$ cat src/design/pacc_pkg.sv
/*
  Constants for the pulse accumulator: APB register map, field
  positions, reset values and the gated-mode tick divider.
  Assumes a single 125 MHz bus clock and APB with 32-bit data.
*/
// Functional notes
// - event mode adds one to the 8-bit count per qualifying input edge.
// - gated mode counts a free-running clock/64 tick while input is active.
// - software reads or writes the count at any time.
// - pin level feeds the accumulator even when driven as an output.
// - enable bit 0 stops the accumulator, 1 runs it.
// - event mode: edge bit 0 counts falling, 1 counts rising edges.
// - gated mode: edge bit 0 low inhibits, 1 high inhibits.
// - reset leaves the count untouched; it has no reset value.
// - increments and software reads fall in opposite half cycles; here both occur on the rising clock edge, the read being registered.
// - overflow flag sets when the count wraps from FF to 00.
// - writing one to flag bit 5 clears overflow; zero leaves it.
// - overflow enable raises a request on flag set, never alters flag.
// - edge flag sets on each selected edge at the pulse pin while enable bit is 1.
// - writing one to flag bit 4 clears the edge flag; zero leaves it.
// - edge enable only gates the request, never the edge flag.
package pacc_pkg;
  localparam logic [11:0] PACC_OFS_CONTROL = 12'h000;
  localparam logic [11:0] PACC_OFS_COUNT   = 12'h004;
  localparam logic [11:0] PACC_OFS_MASK    = 12'h008;
  localparam logic [11:0] PACC_OFS_FLAG    = 12'h00C;

  localparam int PACC_BIT_ENABLE = 6;
  localparam int PACC_BIT_MODE   = 5;
  localparam int PACC_BIT_EDGE   = 4;
  localparam int PACC_BIT_OVF    = 5;
  localparam int PACC_BIT_EDGEF  = 4;

  localparam logic [7:0] PACC_CONTROL_RST = 8'h00;
  localparam logic [7:0] PACC_CONTROL_WMASK = 8'h70;
  localparam logic [7:0] PACC_FLAG_WMASK  = 8'h30;

  localparam int PACC_GATE_DIV = 64;
  localparam int PACC_SYNC_STAGES = 2;
endpackage

$ cat src/design/pulse_accumulator.sv
/*
  Pulse accumulator: 8-bit event counter or gated time accumulator,
  control, count, mask and flag registers on APB, one interrupt request.
  Assumes the pulse pin is asynchronous and stays below half the clock rate.
*/
`timescale 1ns/1ps
module pulse_accumulator
  import pacc_pkg::*;
#(
  parameter int GATE_DIV = PACC_GATE_DIV
)
(
  input  wire logic        clk,
  input  wire logic        rst,
  input  wire logic        psel,
  input  wire logic        penable,
  input  wire logic        pwrite,
  input  wire logic [11:0] paddr,
  input  wire logic [31:0] pwdata,
  input  wire logic [3:0]  pstrb,
  output logic [31:0]      prdata,
  output logic             pready,
  output logic             pslverr,
  input  wire logic        sharedPulsePin,
  output logic             accumIrq
);
  //****************************************************************
  // input conditioning
  //****************************************************************
  logic pulseInput;
  logic pulsePrev_ff;
  logic nxt_pulsePrev;
  logic gateTick;

  initial
  begin
    if (GATE_DIV < 2)
      $error("pulse_accumulator: GATE_DIV must be at least 2");
  end

  // pin level is sampled regardless of port direction
  pacc_sync u_sync (
    .clk     (clk),
    .rst     (rst),
    .asyncIn (sharedPulsePin),
    .syncOut (pulseInput)
  );

  pacc_divider #(.DIV(GATE_DIV)) u_div (
    .clk  (clk),
    .rst  (rst),
    .tick (gateTick)
  );

  //****************************************************************
  // register decode
  //****************************************************************
  function automatic logic hit(input logic [11:0] a, input logic [11:0] ofs);
    hit = (a == ofs);
  endfunction

  logic wrAcc;
  logic rdAcc;
  logic wrByte0;
  logic mapped;

  assign wrAcc   = psel & penable & pwrite;
  assign rdAcc   = psel & penable & ~pwrite;
  assign wrByte0 = wrAcc & pstrb[0];
  assign mapped  = hit(paddr, PACC_OFS_CONTROL) | hit(paddr, PACC_OFS_COUNT) |
                   hit(paddr, PACC_OFS_MASK) | hit(paddr, PACC_OFS_FLAG);
  assign pready  = 1'b1;
  assign pslverr = psel & penable & ~mapped;

  //****************************************************************
  // control and mask registers
  //****************************************************************
  logic [7:0] control_ff;
  logic [7:0] mask_ff;
  logic [7:0] nxt_control;
  logic [7:0] nxt_mask;
  logic       accumEnable;
  logic       accumModeSelect;
  logic       edgeSelect;

  always_comb
  begin
    nxt_control = control_ff;
    nxt_mask    = mask_ff;
    if (wrByte0 && hit(paddr, PACC_OFS_CONTROL))
      nxt_control = pwdata[7:0] & PACC_CONTROL_WMASK;
    if (wrByte0 && hit(paddr, PACC_OFS_MASK))
      nxt_mask = pwdata[7:0] & PACC_FLAG_WMASK;
  end

  always_ff @(posedge clk or posedge rst)
  begin
    if (rst)
    begin
      control_ff <= PACC_CONTROL_RST;
      mask_ff    <= PACC_CONTROL_RST;
    end
    else
    begin
      control_ff <= nxt_control;
      mask_ff    <= nxt_mask;
    end
  end

  assign accumEnable     = control_ff[PACC_BIT_ENABLE];
  assign accumModeSelect = control_ff[PACC_BIT_MODE];
  assign edgeSelect      = control_ff[PACC_BIT_EDGE];

  //****************************************************************
  // edge detect and count qualification
  //****************************************************************
  logic riseSeen;
  logic fallSeen;
  logic selEdge;
  logic gateOpen;
  logic countStep;

  assign nxt_pulsePrev = pulseInput;

  always_ff @(posedge clk or posedge rst)
  begin
    if (rst)
      pulsePrev_ff <= 1'b0;
    else
      pulsePrev_ff <= nxt_pulsePrev;
  end

  assign riseSeen = pulseInput & ~pulsePrev_ff;
  assign fallSeen = ~pulseInput & pulsePrev_ff;
  // edge flag follows the edge bit in both modes
  assign selEdge  = edgeSelect ? riseSeen : fallSeen;
  assign gateOpen = edgeSelect ? ~pulseInput : pulseInput;
  always_comb
  begin
    countStep = 1'b0;
    if (accumEnable)
    begin
      if (!accumModeSelect)
        countStep = selEdge;
      else
        countStep = gateTick & gateOpen;
    end
  end

  //****************************************************************
  // count register
  //****************************************************************
  // no reset: count survives reset untouched
  logic [7:0] count_ff;
  logic [7:0] nxt_count;
  logic       wrapEvent;

  always_comb
  begin
    nxt_count = count_ff;
    wrapEvent = 1'b0;
    if (wrByte0 && hit(paddr, PACC_OFS_COUNT))
      nxt_count = pwdata[7:0];
    else if (countStep)
    begin
      nxt_count = 8'(count_ff + 8'h01);
      wrapEvent = (count_ff == 8'hFF);
    end
  end

  // read data is registered, so a read sees the value before this edge's increment
  always_ff @(posedge clk)
  begin
    count_ff <= nxt_count;
  end

  //****************************************************************
  // flags
  //****************************************************************
  logic ovfFlag_ff;
  logic edgeFlag_ff;
  logic nxt_ovfFlag;
  logic nxt_edgeFlag;
  logic flagWr;

  assign flagWr = wrByte0 & hit(paddr, PACC_OFS_FLAG);

  always_comb
  begin
    nxt_ovfFlag  = ovfFlag_ff;
    nxt_edgeFlag = edgeFlag_ff;
    if (flagWr && pwdata[PACC_BIT_OVF])
      nxt_ovfFlag = 1'b0;
    if (flagWr && pwdata[PACC_BIT_EDGEF])
      nxt_edgeFlag = 1'b0;
    if (wrapEvent)
      nxt_ovfFlag = 1'b1;
    if (accumEnable && selEdge)
      nxt_edgeFlag = 1'b1;
  end

  always_ff @(posedge clk or posedge rst)
  begin
    if (rst)
    begin
      ovfFlag_ff  <= 1'b0;
      edgeFlag_ff <= 1'b0;
    end
    else
    begin
      ovfFlag_ff  <= nxt_ovfFlag;
      edgeFlag_ff <= nxt_edgeFlag;
    end
  end

  // level request; handler clears the flag to drop it
  assign accumIrq = (ovfFlag_ff & mask_ff[PACC_BIT_OVF]) |
                    (edgeFlag_ff & mask_ff[PACC_BIT_EDGEF]);

  //****************************************************************
  // read data
  //****************************************************************
  logic [31:0] rdata_ff;
  logic [31:0] nxt_rdata;
  logic [7:0]  flagView;

  assign flagView = {2'b00, ovfFlag_ff, edgeFlag_ff, 4'h0};

  always_comb
  begin
    nxt_rdata = 32'h00000000;
    if (psel && !penable && !pwrite)
    begin
      case (paddr)
        PACC_OFS_CONTROL: nxt_rdata = {24'h000000, control_ff};
        PACC_OFS_COUNT:   nxt_rdata = {24'h000000, count_ff};
        PACC_OFS_MASK:    nxt_rdata = {24'h000000, mask_ff};
        PACC_OFS_FLAG:    nxt_rdata = {24'h000000, flagView};
        default:          nxt_rdata = 32'h00000000;
      endcase
    end
    else if (rdAcc)
      nxt_rdata = rdata_ff;
  end

  always_ff @(posedge clk or posedge rst)
  begin
    if (rst)
      rdata_ff <= 32'h00000000;
    else
      rdata_ff <= nxt_rdata;
  end

  assign prdata = rdata_ff;
endmodule

$ cat src/design/pacc_sync.sv
/*
  Two-stage synchroniser for the pulse pin level.
  Assumes the input is asynchronous to clk.
*/
`timescale 1ns/1ps
module pacc_sync
  import pacc_pkg::*;
(
  input  wire logic clk,
  input  wire logic rst,
  input  wire logic asyncIn,
  output logic      syncOut
);
  logic stage1_ff;
  logic stage2_ff;
  logic nxt_stage1;
  logic nxt_stage2;

  always_comb
  begin
    nxt_stage1 = asyncIn;
    nxt_stage2 = stage1_ff;
  end

  always_ff @(posedge clk or posedge rst)
  begin
    if (rst)
    begin
      stage1_ff <= 1'b0;
      stage2_ff <= 1'b0;
    end
    else
    begin
      stage1_ff <= nxt_stage1;
      stage2_ff <= nxt_stage2;
    end
  end

  assign syncOut = stage2_ff;
endmodule

$ cat src/design/pacc_divider.sv
/*
  Free-running divider giving a one-cycle tick every DIV clocks.
  Assumes it runs from reset on and is never stopped by software.
*/
`timescale 1ns/1ps
module pacc_divider
  import pacc_pkg::*;
#(
  parameter int DIV = PACC_GATE_DIV
)
(
  input  wire logic clk,
  input  wire logic rst,
  output logic      tick
);
  localparam int W = (DIV > 1) ? $clog2(DIV) : 1;
  localparam logic [W-1:0] LAST = W'(DIV - 1);

  logic [W-1:0] cnt_ff;
  logic [W-1:0] nxt_cnt;

  initial
  begin
    if (DIV < 2)
      $error("pacc_divider: DIV must be at least 2");
  end

  always_comb
  begin
    nxt_cnt = (cnt_ff == LAST) ? '0 : W'(cnt_ff + 1'b1);
  end

  always_ff @(posedge clk or posedge rst)
  begin
    if (rst)
      cnt_ff <= '0;
    else
      cnt_ff <= nxt_cnt;
  end

  assign tick = (cnt_ff == LAST);
endmodule

$ cat config.mk
export PLATFORM = sky130hd
export DESIGN_NAME = pulse_accumulator
export DESIGN_NICKNAME = d
export VERILOG_FILES = /design/src/design/pacc_pkg.sv /design/src/design/pulse_accumulator.sv /design/src/design/pacc_sync.sv /design/src/design/pacc_divider.sv
export SDC_FILE = /design/constraint.sdc
export NUM_CORES = 1
export LEC_CHECK = 0
export BUFFER_PORTS_ARGS = -buffer_cell sky130_fd_sc_hd__buf_2
export CORE_ASPECT_RATIO = 0.6
export CORE_MARGIN = 4
export CORE_UTILIZATION = 49
export CTS_CLUSTER_SIZE = 24
export DETAILED_ROUTE_END_ITERATION = 12
export GPL_TIMING_DRIVEN = 1
export PLACE_DENSITY = 0.85
export SLEW_MARGIN = 10
export SYNTH_ARGS = -nofsm -noshare
export SYNTH_HDL_FRONTEND = slang
export SYNTH_SLANG_ARGS = --single-unit
$ cat constraint.sdc
create_clock -name clk -period 3.95 [get_ports clk]
set_input_delay 0.395 -clock clk [delete_from_list [all_inputs] [get_ports clk]]
set_output_delay 0.395 -clock clk [all_outputs]
set_load 0.005 [all_outputs]
==> results of run 1 <==
## routing by layer
| layer | part of all wire, % | track usage (%) | vias to the layer above |
|---|---|---|---|
| li1 | - | - | 610 |
| met1 | 48 | 22.7 | 616 |
| met2 | 42 | 22.1 | 50 |
| met3 | 10 | 6.17 | 2 |
| met4 | 0.22 | 5.53 | 0 |
| met5 | 0 | 0 | - |
## cell families after synthesis
| group | after synthesis | synth area share [%] |
|---|---|---|
| adders and majority gates | 2 | 1.40 |
| AOI/OAI and AO/OA | 24 | 8.18 |
| xor gates and xnor gates | 10 | 4.90 |
| muxes | 9 | 6.85 |
| DFF | 32 | 47.0 |
| and+or+nand+nor | 53 | 19.3 |
| buffers and inverters | 30 | 12.0 |
| other | 2 | 0.420 |
## synthesized netlist by cell type (4+ instances only)
| cell type | count | area share (%) |
|---|---|---|
| sky130_fd_sc_hd__buf_4 | 26 | 11 |
| sky130_fd_sc_hd__dfrtp_1 | 24 | 34 |
| sky130_fd_sc_hd__nor2_1 | 12 | 2.5 |
| sky130_fd_sc_hd__a21oi_1 | 11 | 3.1 |
| sky130_fd_sc_hd__edfxtp_1 | 8 | 13 |
| sky130_fd_sc_hd__nand2_1 | 8 | 1.7 |
| sky130_fd_sc_hd__nand3_1 | 7 | 2.0 |
| sky130_fd_sc_hd__xor2_1 | 7 | 3.4 |
| sky130_fd_sc_hd__a22o_1 | 6 | 2.9 |
| sky130_fd_sc_hd__mux2_2 | 6 | 3.8 |
| sky130_fd_sc_hd__o21ai_0 | 6 | 1.7 |
| sky130_fd_sc_hd__and3_1 | 5 | 1.7 |
| sky130_fd_sc_hd__nand4_1 | 4 | 1.4 |
## power by group through the flow
stage	Sequential (uW)	Clock [uW]	Combinational, uW
CTS	340	319	41.0
floorplan	346	0	40.1
detailed placement	347	0	40.8
finish	340	314	41.4
global placement	347	0	40.2
global route	340	334	47.5
## worst paths after layout
| path | start | end | slack (ps) |
|---|---|---|---|
| min reg2reg | u_sync.nxt_stage2 | u_sync.syncOut | 360 |
| max reg2reg | u_div.cnt_ff[0] | count_ff[2] | 2280 |
| max | paddr[3] | count_ff[2] | 2070 |
| min | sharedPulsePin | u_sync.nxt_stage2 | 210 |
| min in group asynchronous | rst | prdata[3] | 290 |
| max in group asynchronous | rst | u_div.cnt_ff[0] | 3110 |
## sequential cells by signal (all words and copies together) (netlist names)
name               cells
control_ff             3
count_ff               8
edgeFlag_ff            1
mask_ff                2
ovfFlag_ff             1
prdata                 8
pulsePrev_ff           1
u_div.cnt_ff           6
u_sync.nxt_stage2      1
u_sync.syncOut         1
## cells in the final DEF (no fill, tap or decap), types with 7 or more instances in the layout
cell	instances
sky130_fd_sc_hd__nor2_1	12
sky130_fd_sc_hd__buf_2	36
sky130_fd_sc_hd__a21oi_1	11
sky130_fd_sc_hd__edfxtp_1	8
sky130_fd_sc_hd__nand3_1	7
sky130_fd_sc_hd__conb_1	25
sky130_fd_sc_hd__xor2_1	7
sky130_fd_sc_hd__nand2_1	8
sky130_fd_sc_hd__dfrtp_1	24
## final cells by class
class	count	area, sq um
clock buffer	5	68.8
clock inverter	3	41.3
fill	297	1370
inverter	1	3.75
multi-input combinational	123	821
sequential	32	841
tap	45	56.3
timing repair buffer	36	180
## worst register-to-register path, cell delays in order (launching register included)
cell and delay (ps):
sky130_fd_sc_hd__dfrtp_1 430, sky130_fd_sc_hd__ha_1 270, sky130_fd_sc_hd__and3_1 200, sky130_fd_sc_hd__a2bb2oi_1 190, sky130_fd_sc_hd__nand2_1 260
## per-stage QoR
step / hold slack, ps / instances
after global routing: 194 / 245
after detailed placement: 348 / 237
after floorplan: 331 / 185
after global placement: 333 / 237
final: 210 / 245
after CTS: 199 / 245
==> impl_metrics.env, run 1 <==
export IMPL_report_final_slew_viol_count=0
export IMPL_crit_arrival_ps=1820
export IMPL_detail_route_drc_violations=0
export IMPL_share_of_post_route_cells_with_drive_strength_above_1_pct=29.0
export IMPL_vias_per_cell=5.22
export IMPL_floorplan_rows=16
export IMPL_worstSetupPathDepth=4
export IMPL_num_nets_final=255
export IMPL_final_critical_path_setup_slack_ps=2070
export IMPL_setup_worst_path_end_class="flop"
export IMPL_first_iter_violations=38
export IMPL_slew_limit_headroom_pct=40.7
export IMPL_timing_final_crit_share_pct=47.5
export IMPL_area_growth_pct=12.4
export IMPL_whs_path_depth=1
export IMPL_placed_cell_area_sq_um=1900
export IMPL_synth_enable_flop_cells=8
export IMPL_first_global_vias=1138
export IMPL_coreArea_sq_um=3380
export IMPL_setup_viol_count_final=0
export IMPL_place_port_buffers=36
export IMPL_insertion_delay_ps=290
export IMPL_number_of_buffer_and_inverter_instances_along_the_worst_setup_path=1
export IMPL_finalSetupTns_ps=0
export IMPL_pwr_share_comb_pct=5.9
export IMPL_cap_violations=0
export IMPL_final_setup_skew_ps=8.59
export IMPL_cp_slowest_cell="sky130_fd_sc_hd__nand2_1"
export IMPL_peakVddDrop_mv=0.218
export IMPL_hold_wc_path_type="input port to flop"
export IMPL_drt_pre_antenna_iters=4
export IMPL_worst_path_max_stage_delay_ps=460
export IMPL_fin_total_pwr_uw=696
export IMPL_tritoncts_buffer_count=5
export IMPL_gp_congestion=0.799
export IMPL_design_portCount=89
export IMPL_share_seq_of_total_power_pct=48.9
export IMPL_post_cts_setup_buffer_count=0
export IMPL_clock_tree_root_cell="sky130_fd_sc_hd__clkbuf_8"
export IMPL_worst_r2r_cell_count=4
export IMPL_pin_count_of_the_biggest_net_entering_global_routing=25
export IMPL_synth_area_sq_um=1790
export IMPL_cellPowerDensity_nw_per_um2=346
export IMPL_worst_setup_hold_path_clk_slew_ps=70
export IMPL_detailedPlace_worstSlack_ps=1760
export IMPL_static_leakage_power_uw=0.000953
export IMPL_crit_required_ps=3900
export IMPL_fp_dieH_um=54.8
export IMPL_synthFlopType="sky130_fd_sc_hd__dfrtp_1"
export IMPL_grt_usage_pct=16.0
export IMPL_design_area_sq_um=2010
export IMPL_criticalPathCategory="input port to flop"
export IMPL_cts_htree_levels=2
export IMPL_timing_critical_path_fanout_max=17
export IMPL_total_number_of_yosys_warnings=0
export IMPL_worst_pin_slew_ps=888
export IMPL_route_final_wire_length_um=3560
export IMPL_antenna_found_initial=0
export IMPL_wire_length_of_the_first_global_routing_pass_um=5540
export IMPL_hpwlAfterDp_um=2780
export IMPL_synth_avg_cell_area_sq_um=11.0
export IMPL_synth_distinct_cells=34
export IMPL_fmaxAchievable_ghz=0.533
export IMPL_synth_seq_area_share_pct=47.0
export IMPL_holdBufCountCts=0
export IMPL_effective_utilization_at_floorplan_pct=52.9
export IMPL_post_synth_inst_count=162
export IMPL_die_w_um=86.0
export IMPL_vias=1278
export IMPL_setup_worst_path_start_class="input port"
export IMPL_path_cells="buf_2 -> nor4b_1 -> nand4_2 -> nand2_1"
export IMPL_cts_path_max_buffers=2
export IMPL_grt_overflow_total=0
export IMPL_antenna_cells_inserted=0
export IMPL_rsz0062_at_grt="no"
export IMPL_utilization_pct=59.5
export IMPL_power_internal_uw=541
export IMPL_ys_async_sr_fraction_pct=75.0
export IMPL_netSwitchingPower_uw=155
export IMPL_run_status="finished, final reports clean"
export IMPL_critical_path_top_delay_family="simple AND/OR/NAND/NOR gates"
export IMPL_route_antenna_remaining_nets=0
export IMPL_routedWlPerCell_um=14.5
export IMPL_tritoncts="done"
export IMPL_postSynthRegisterBits=32
export IMPL_final_min_clock_period_ps=1880
export IMPL_p_clk_share_pct=45.2
export IMPL_dieArea_sq_um=4710
export IMPL_cts_resized=0
export IMPL_net_switching_fraction_of_the_power_pct=22.3
export IMPL_clock_sinks=32
export IMPL_finalHoldViolCount=0
Note: power is estimated with default switching activity, not from simulation.
==> inputs of run 2 (changes only) <==
ABC_AREA = 1   (was not set)
CORE_UTILIZATION = 42   (was 49)
PLACE_DENSITY = 0.76   (was 0.85)
clock period = 1.55 ns   (was 3.95 ns; I/O delays follow)
==> run 2 against run 1 <==
Final area up 12%; routed wire length up 9.4%; total power rose to 2.5 times the previous value; largest power group unchanged.
==> impl_metrics.env, run 2 <==
export IMPL_run_status="finished, final reports clean"
export IMPL_clock_sinks=32
export IMPL_place_port_buffers=36
export IMPL_effective_utilization_at_floorplan_pct=44.7
export IMPL_dieArea_sq_um=5620
export IMPL_slew_limit_headroom_pct=66.5
export IMPL_vias=1457
export IMPL_vias_per_cell=4.40
export IMPL_drt_pre_antenna_iters=4
export IMPL_first_iter_violations=85
export IMPL_fmaxAchievable_ghz=0.665
export IMPL_synth_top_area_share_pct=32.1
export IMPL_setup_viol_count_final=0
export IMPL_worst_setup_hold_path_clk_slew_ps=70
export IMPL_die_w_um=94.2
export IMPL_static_leakage_power_uw=0.00115
export IMPL_grt_overflow_total=0
export IMPL_cellPowerDensity_nw_per_um2=775
export IMPL_clock_tree_root_cell="sky130_fd_sc_hd__clkbuf_8"
export IMPL_num_nets_final=326
export IMPL_net_switching_fraction_of_the_power_pct=21.6
export IMPL_wire_length_of_the_first_global_routing_pass_um=6210
export IMPL_pwr_share_comb_pct=6.4
export IMPL_total_number_of_yosys_warnings=0
export IMPL_hold_wc_path_type="input port to flop"
export IMPL_final_critical_path_setup_slack_ps=47.1
export IMPL_detail_route_drc_violations=0
export IMPL_cap_violations=0
export IMPL_postSynthRegisterBits=32
export IMPL_route_final_wire_length_um=3890
export IMPL_layout_cells_most_common="sky130_fd_sc_hd__nand2_1"
export IMPL_design_area_sq_um=2260
export IMPL_peakVddDrop_mv=0.425
export IMPL_routedWlPerCell_um=11.8
export IMPL_detailedPlace_worstSlack_ps=-45.9
export IMPL_route_antenna_remaining_nets=0
export IMPL_synth_avg_cell_area_sq_um=8.62
export IMPL_yosysMostFrequentCell="sky130_fd_sc_hd__nand2_1"
export IMPL_synth_seq_area_share_pct=44.9
export IMPL_setup_worst_path_end_class="flop"
export IMPL_synth_area_sq_um=1870
export IMPL_power_internal_uw=1370
export IMPL_placed_cell_area_sq_um=2080
export IMPL_floorplan_rows=18
export IMPL_top_cells_by_count_synth="sky130_fd_sc_hd__nand2_1 (43), sky130_fd_sc_hd__buf_4 (25), sky130_fd_sc_hd__dfrtp_1 (24), sky130_fd_sc_hd__nor2_1 (24), sky130_fd_sc_hd__inv_1 (19)"
export IMPL_post_synth_inst_count=217
export IMPL_utilization_pct=54.0
export IMPL_tritoncts_buffer_count=5
export IMPL_setup_worst_path_start_class="flop"
export IMPL_antenna_found_initial=0
export IMPL_ys_async_sr_fraction_pct=75.0
export IMPL_tritoncts="done"
export IMPL_placedCellCount=318
export IMPL_crit_arrival_ps=1500
export IMPL_fp_dieH_um=59.7
export IMPL_timing_final_crit_share_pct=97.0
export IMPL_grt_usage_pct=14.4
export IMPL_area_growth_pct=20.9
export IMPL_yosys_area_top_type="sky130_fd_sc_hd__dfrtp_1"
export IMPL_share_seq_of_total_power_pct=49.5
export IMPL_criticalPathCategory="flop to flop"
export IMPL_pin_count_of_the_biggest_net_entering_global_routing=25
export IMPL_finalHoldViolCount=0
export IMPL_final_hold_worst_slack_ps=111
export IMPL_cts_htree_levels=2
export IMPL_layout_cells_most_common_list="sky130_fd_sc_hd__nand2_1 (42), sky130_fd_sc_hd__buf_2 (36), sky130_fd_sc_hd__conb_1 (25)"
export IMPL_worst_pin_slew_ps=501
export IMPL_final_setup_skew_ps=10.6
export IMPL_report_final_slew_viol_count=0
export IMPL_final_min_clock_period_ps=1500
export IMPL_synthFlopType="sky130_fd_sc_hd__dfrtp_1"
export IMPL_synth_enable_flop_cells=8
export IMPL_finish_cell_count_without_fillers=331
export IMPL_share_of_post_route_cells_with_drive_strength_above_1_pct=26.9
export IMPL_timing_critical_path_fanout_max=8
export IMPL_coreArea_sq_um=4190
export IMPL_ys_top_cells_by_area="sky130_fd_sc_hd__dfrtp_1 (32%), sky130_fd_sc_hd__edfxtp_1 (13%), sky130_fd_sc_hd__buf_4 (10%)"
export IMPL_gp_congestion=0.859
export IMPL_first_global_vias=1304
export IMPL_hpwlAfterDp_um=2980
export IMPL_crit_required_ps=1540
export IMPL_cts_path_max_buffers=2
export IMPL_synth_distinct_cells=34
export IMPL_design_portCount=89
export IMPL_antenna_cells_inserted=0
export IMPL_insertion_delay_ps=280
export IMPL_netSwitchingPower_uw=378
export IMPL_p_clk_share_pct=44.1
-- run 2: changes by cell type after synthesis, moves of 6 or more --
cell and delta:
sky130_fd_sc_hd__inv_1 +18, sky130_fd_sc_hd__nor2_1 +12, sky130_fd_sc_hd__nand3_1 +9, sky130_fd_sc_hd__o21ai_1 +9, sky130_fd_sc_hd__nand2_1 +35, sky130_fd_sc_hd__a21oi_1 -7, sky130_fd_sc_hd__mux2_2 -6
-- run 2: layer usage --
layer	track usage, %	part of all wire (%)	wire length, um
met2	18.6	40	1560
met3	4.15	6.5	254
met4	3.70	0.28	11
met5	0	0	0
met1	22.8	53	2070
-- run 2: per-stage QoR --
step | TNS [ps] | total power, uW
after floorplan | 0 | 983
after detailed placement | -365 | 991
after global placement | -179 | 989
final | 0 | 1750
after CTS | 0 | 1770
after global routing | -12.5 | 1820
-- run 2: kinds of logic (layout without fill, tap and decap cells) --
logic type | Yosys count | count (layout) | share of synthesized area, %
buf+inv | 47 | 78 | 15.3
flops | 32 | 32 | 45.0
fa+ha+maj | 2 | 2 | 1.34
compound gates | 28 | 28 | 8.96
xor+xnor | 6 | 6 | 2.81
simple gates | 100 | 100 | 26.3
other cells | 2 | 25 | 0.401
-- run 2: cell type report --
cell class,count,area [sq um]
inverters,20,75.1
clock inverters,3,37.5
multi-input cells,161,861
well taps,60,75.1
fillers,387,1930
repair buffers,50,303
clock buffers,5,68.8
flip-flops and latches,32,841
-- run 2: final timing paths --
check | end | cells past startpoint | from | slack, ps
min in group asynchronous | prdata[5] | 4 | rst | 470
max in group asynchronous | ovfFlag_ff | 4 | rst | 830
worst max register to register | count_ff[4] | 6 | u_div.cnt_ff[1] | 50
worst max-delay path | count_ff[4] | 6 | u_div.cnt_ff[1] | 50
worst min register to register | u_sync.syncOut | 0 | u_sync.nxt_stage2 | 350
worst min-delay path | control_ff[6] | 3 | pwdata[6] | 110
-- run 2: worst max-delay path: stages, from the launching register on --
cell	delay, ps
sky130_fd_sc_hd__dfrtp_1	360
sky130_fd_sc_hd__ha_2	210
sky130_fd_sc_hd__nand3_4	80
sky130_fd_sc_hd__nor2_4	90
sky130_fd_sc_hd__a21oi_1	60
sky130_fd_sc_hd__or2_1	270
sky130_fd_sc_hd__nand2_4	140
-- run 2: what timing repair did --
item | in CTS | in global routing
endpoints found under the setup margin | 8 | 8
hold buffers | 2 | 0
hold endpoints to repair | 25 | 0
pin swaps | 3 | 4
buffers inserted | 0 | 3
resized for setup | 3 | 4
-- run 2: power by group through the flow --
stage / Sequential, uW / Combinational (uW) / Clock, uW
floorplan: 883 / 100 / 0
global placement: 883 / 106 / 0
detailed placement: 883 / 108 / 0
CTS: 866 / 112 / 788
global route: 867 / 131 / 824
finish: 867 / 113 / 773
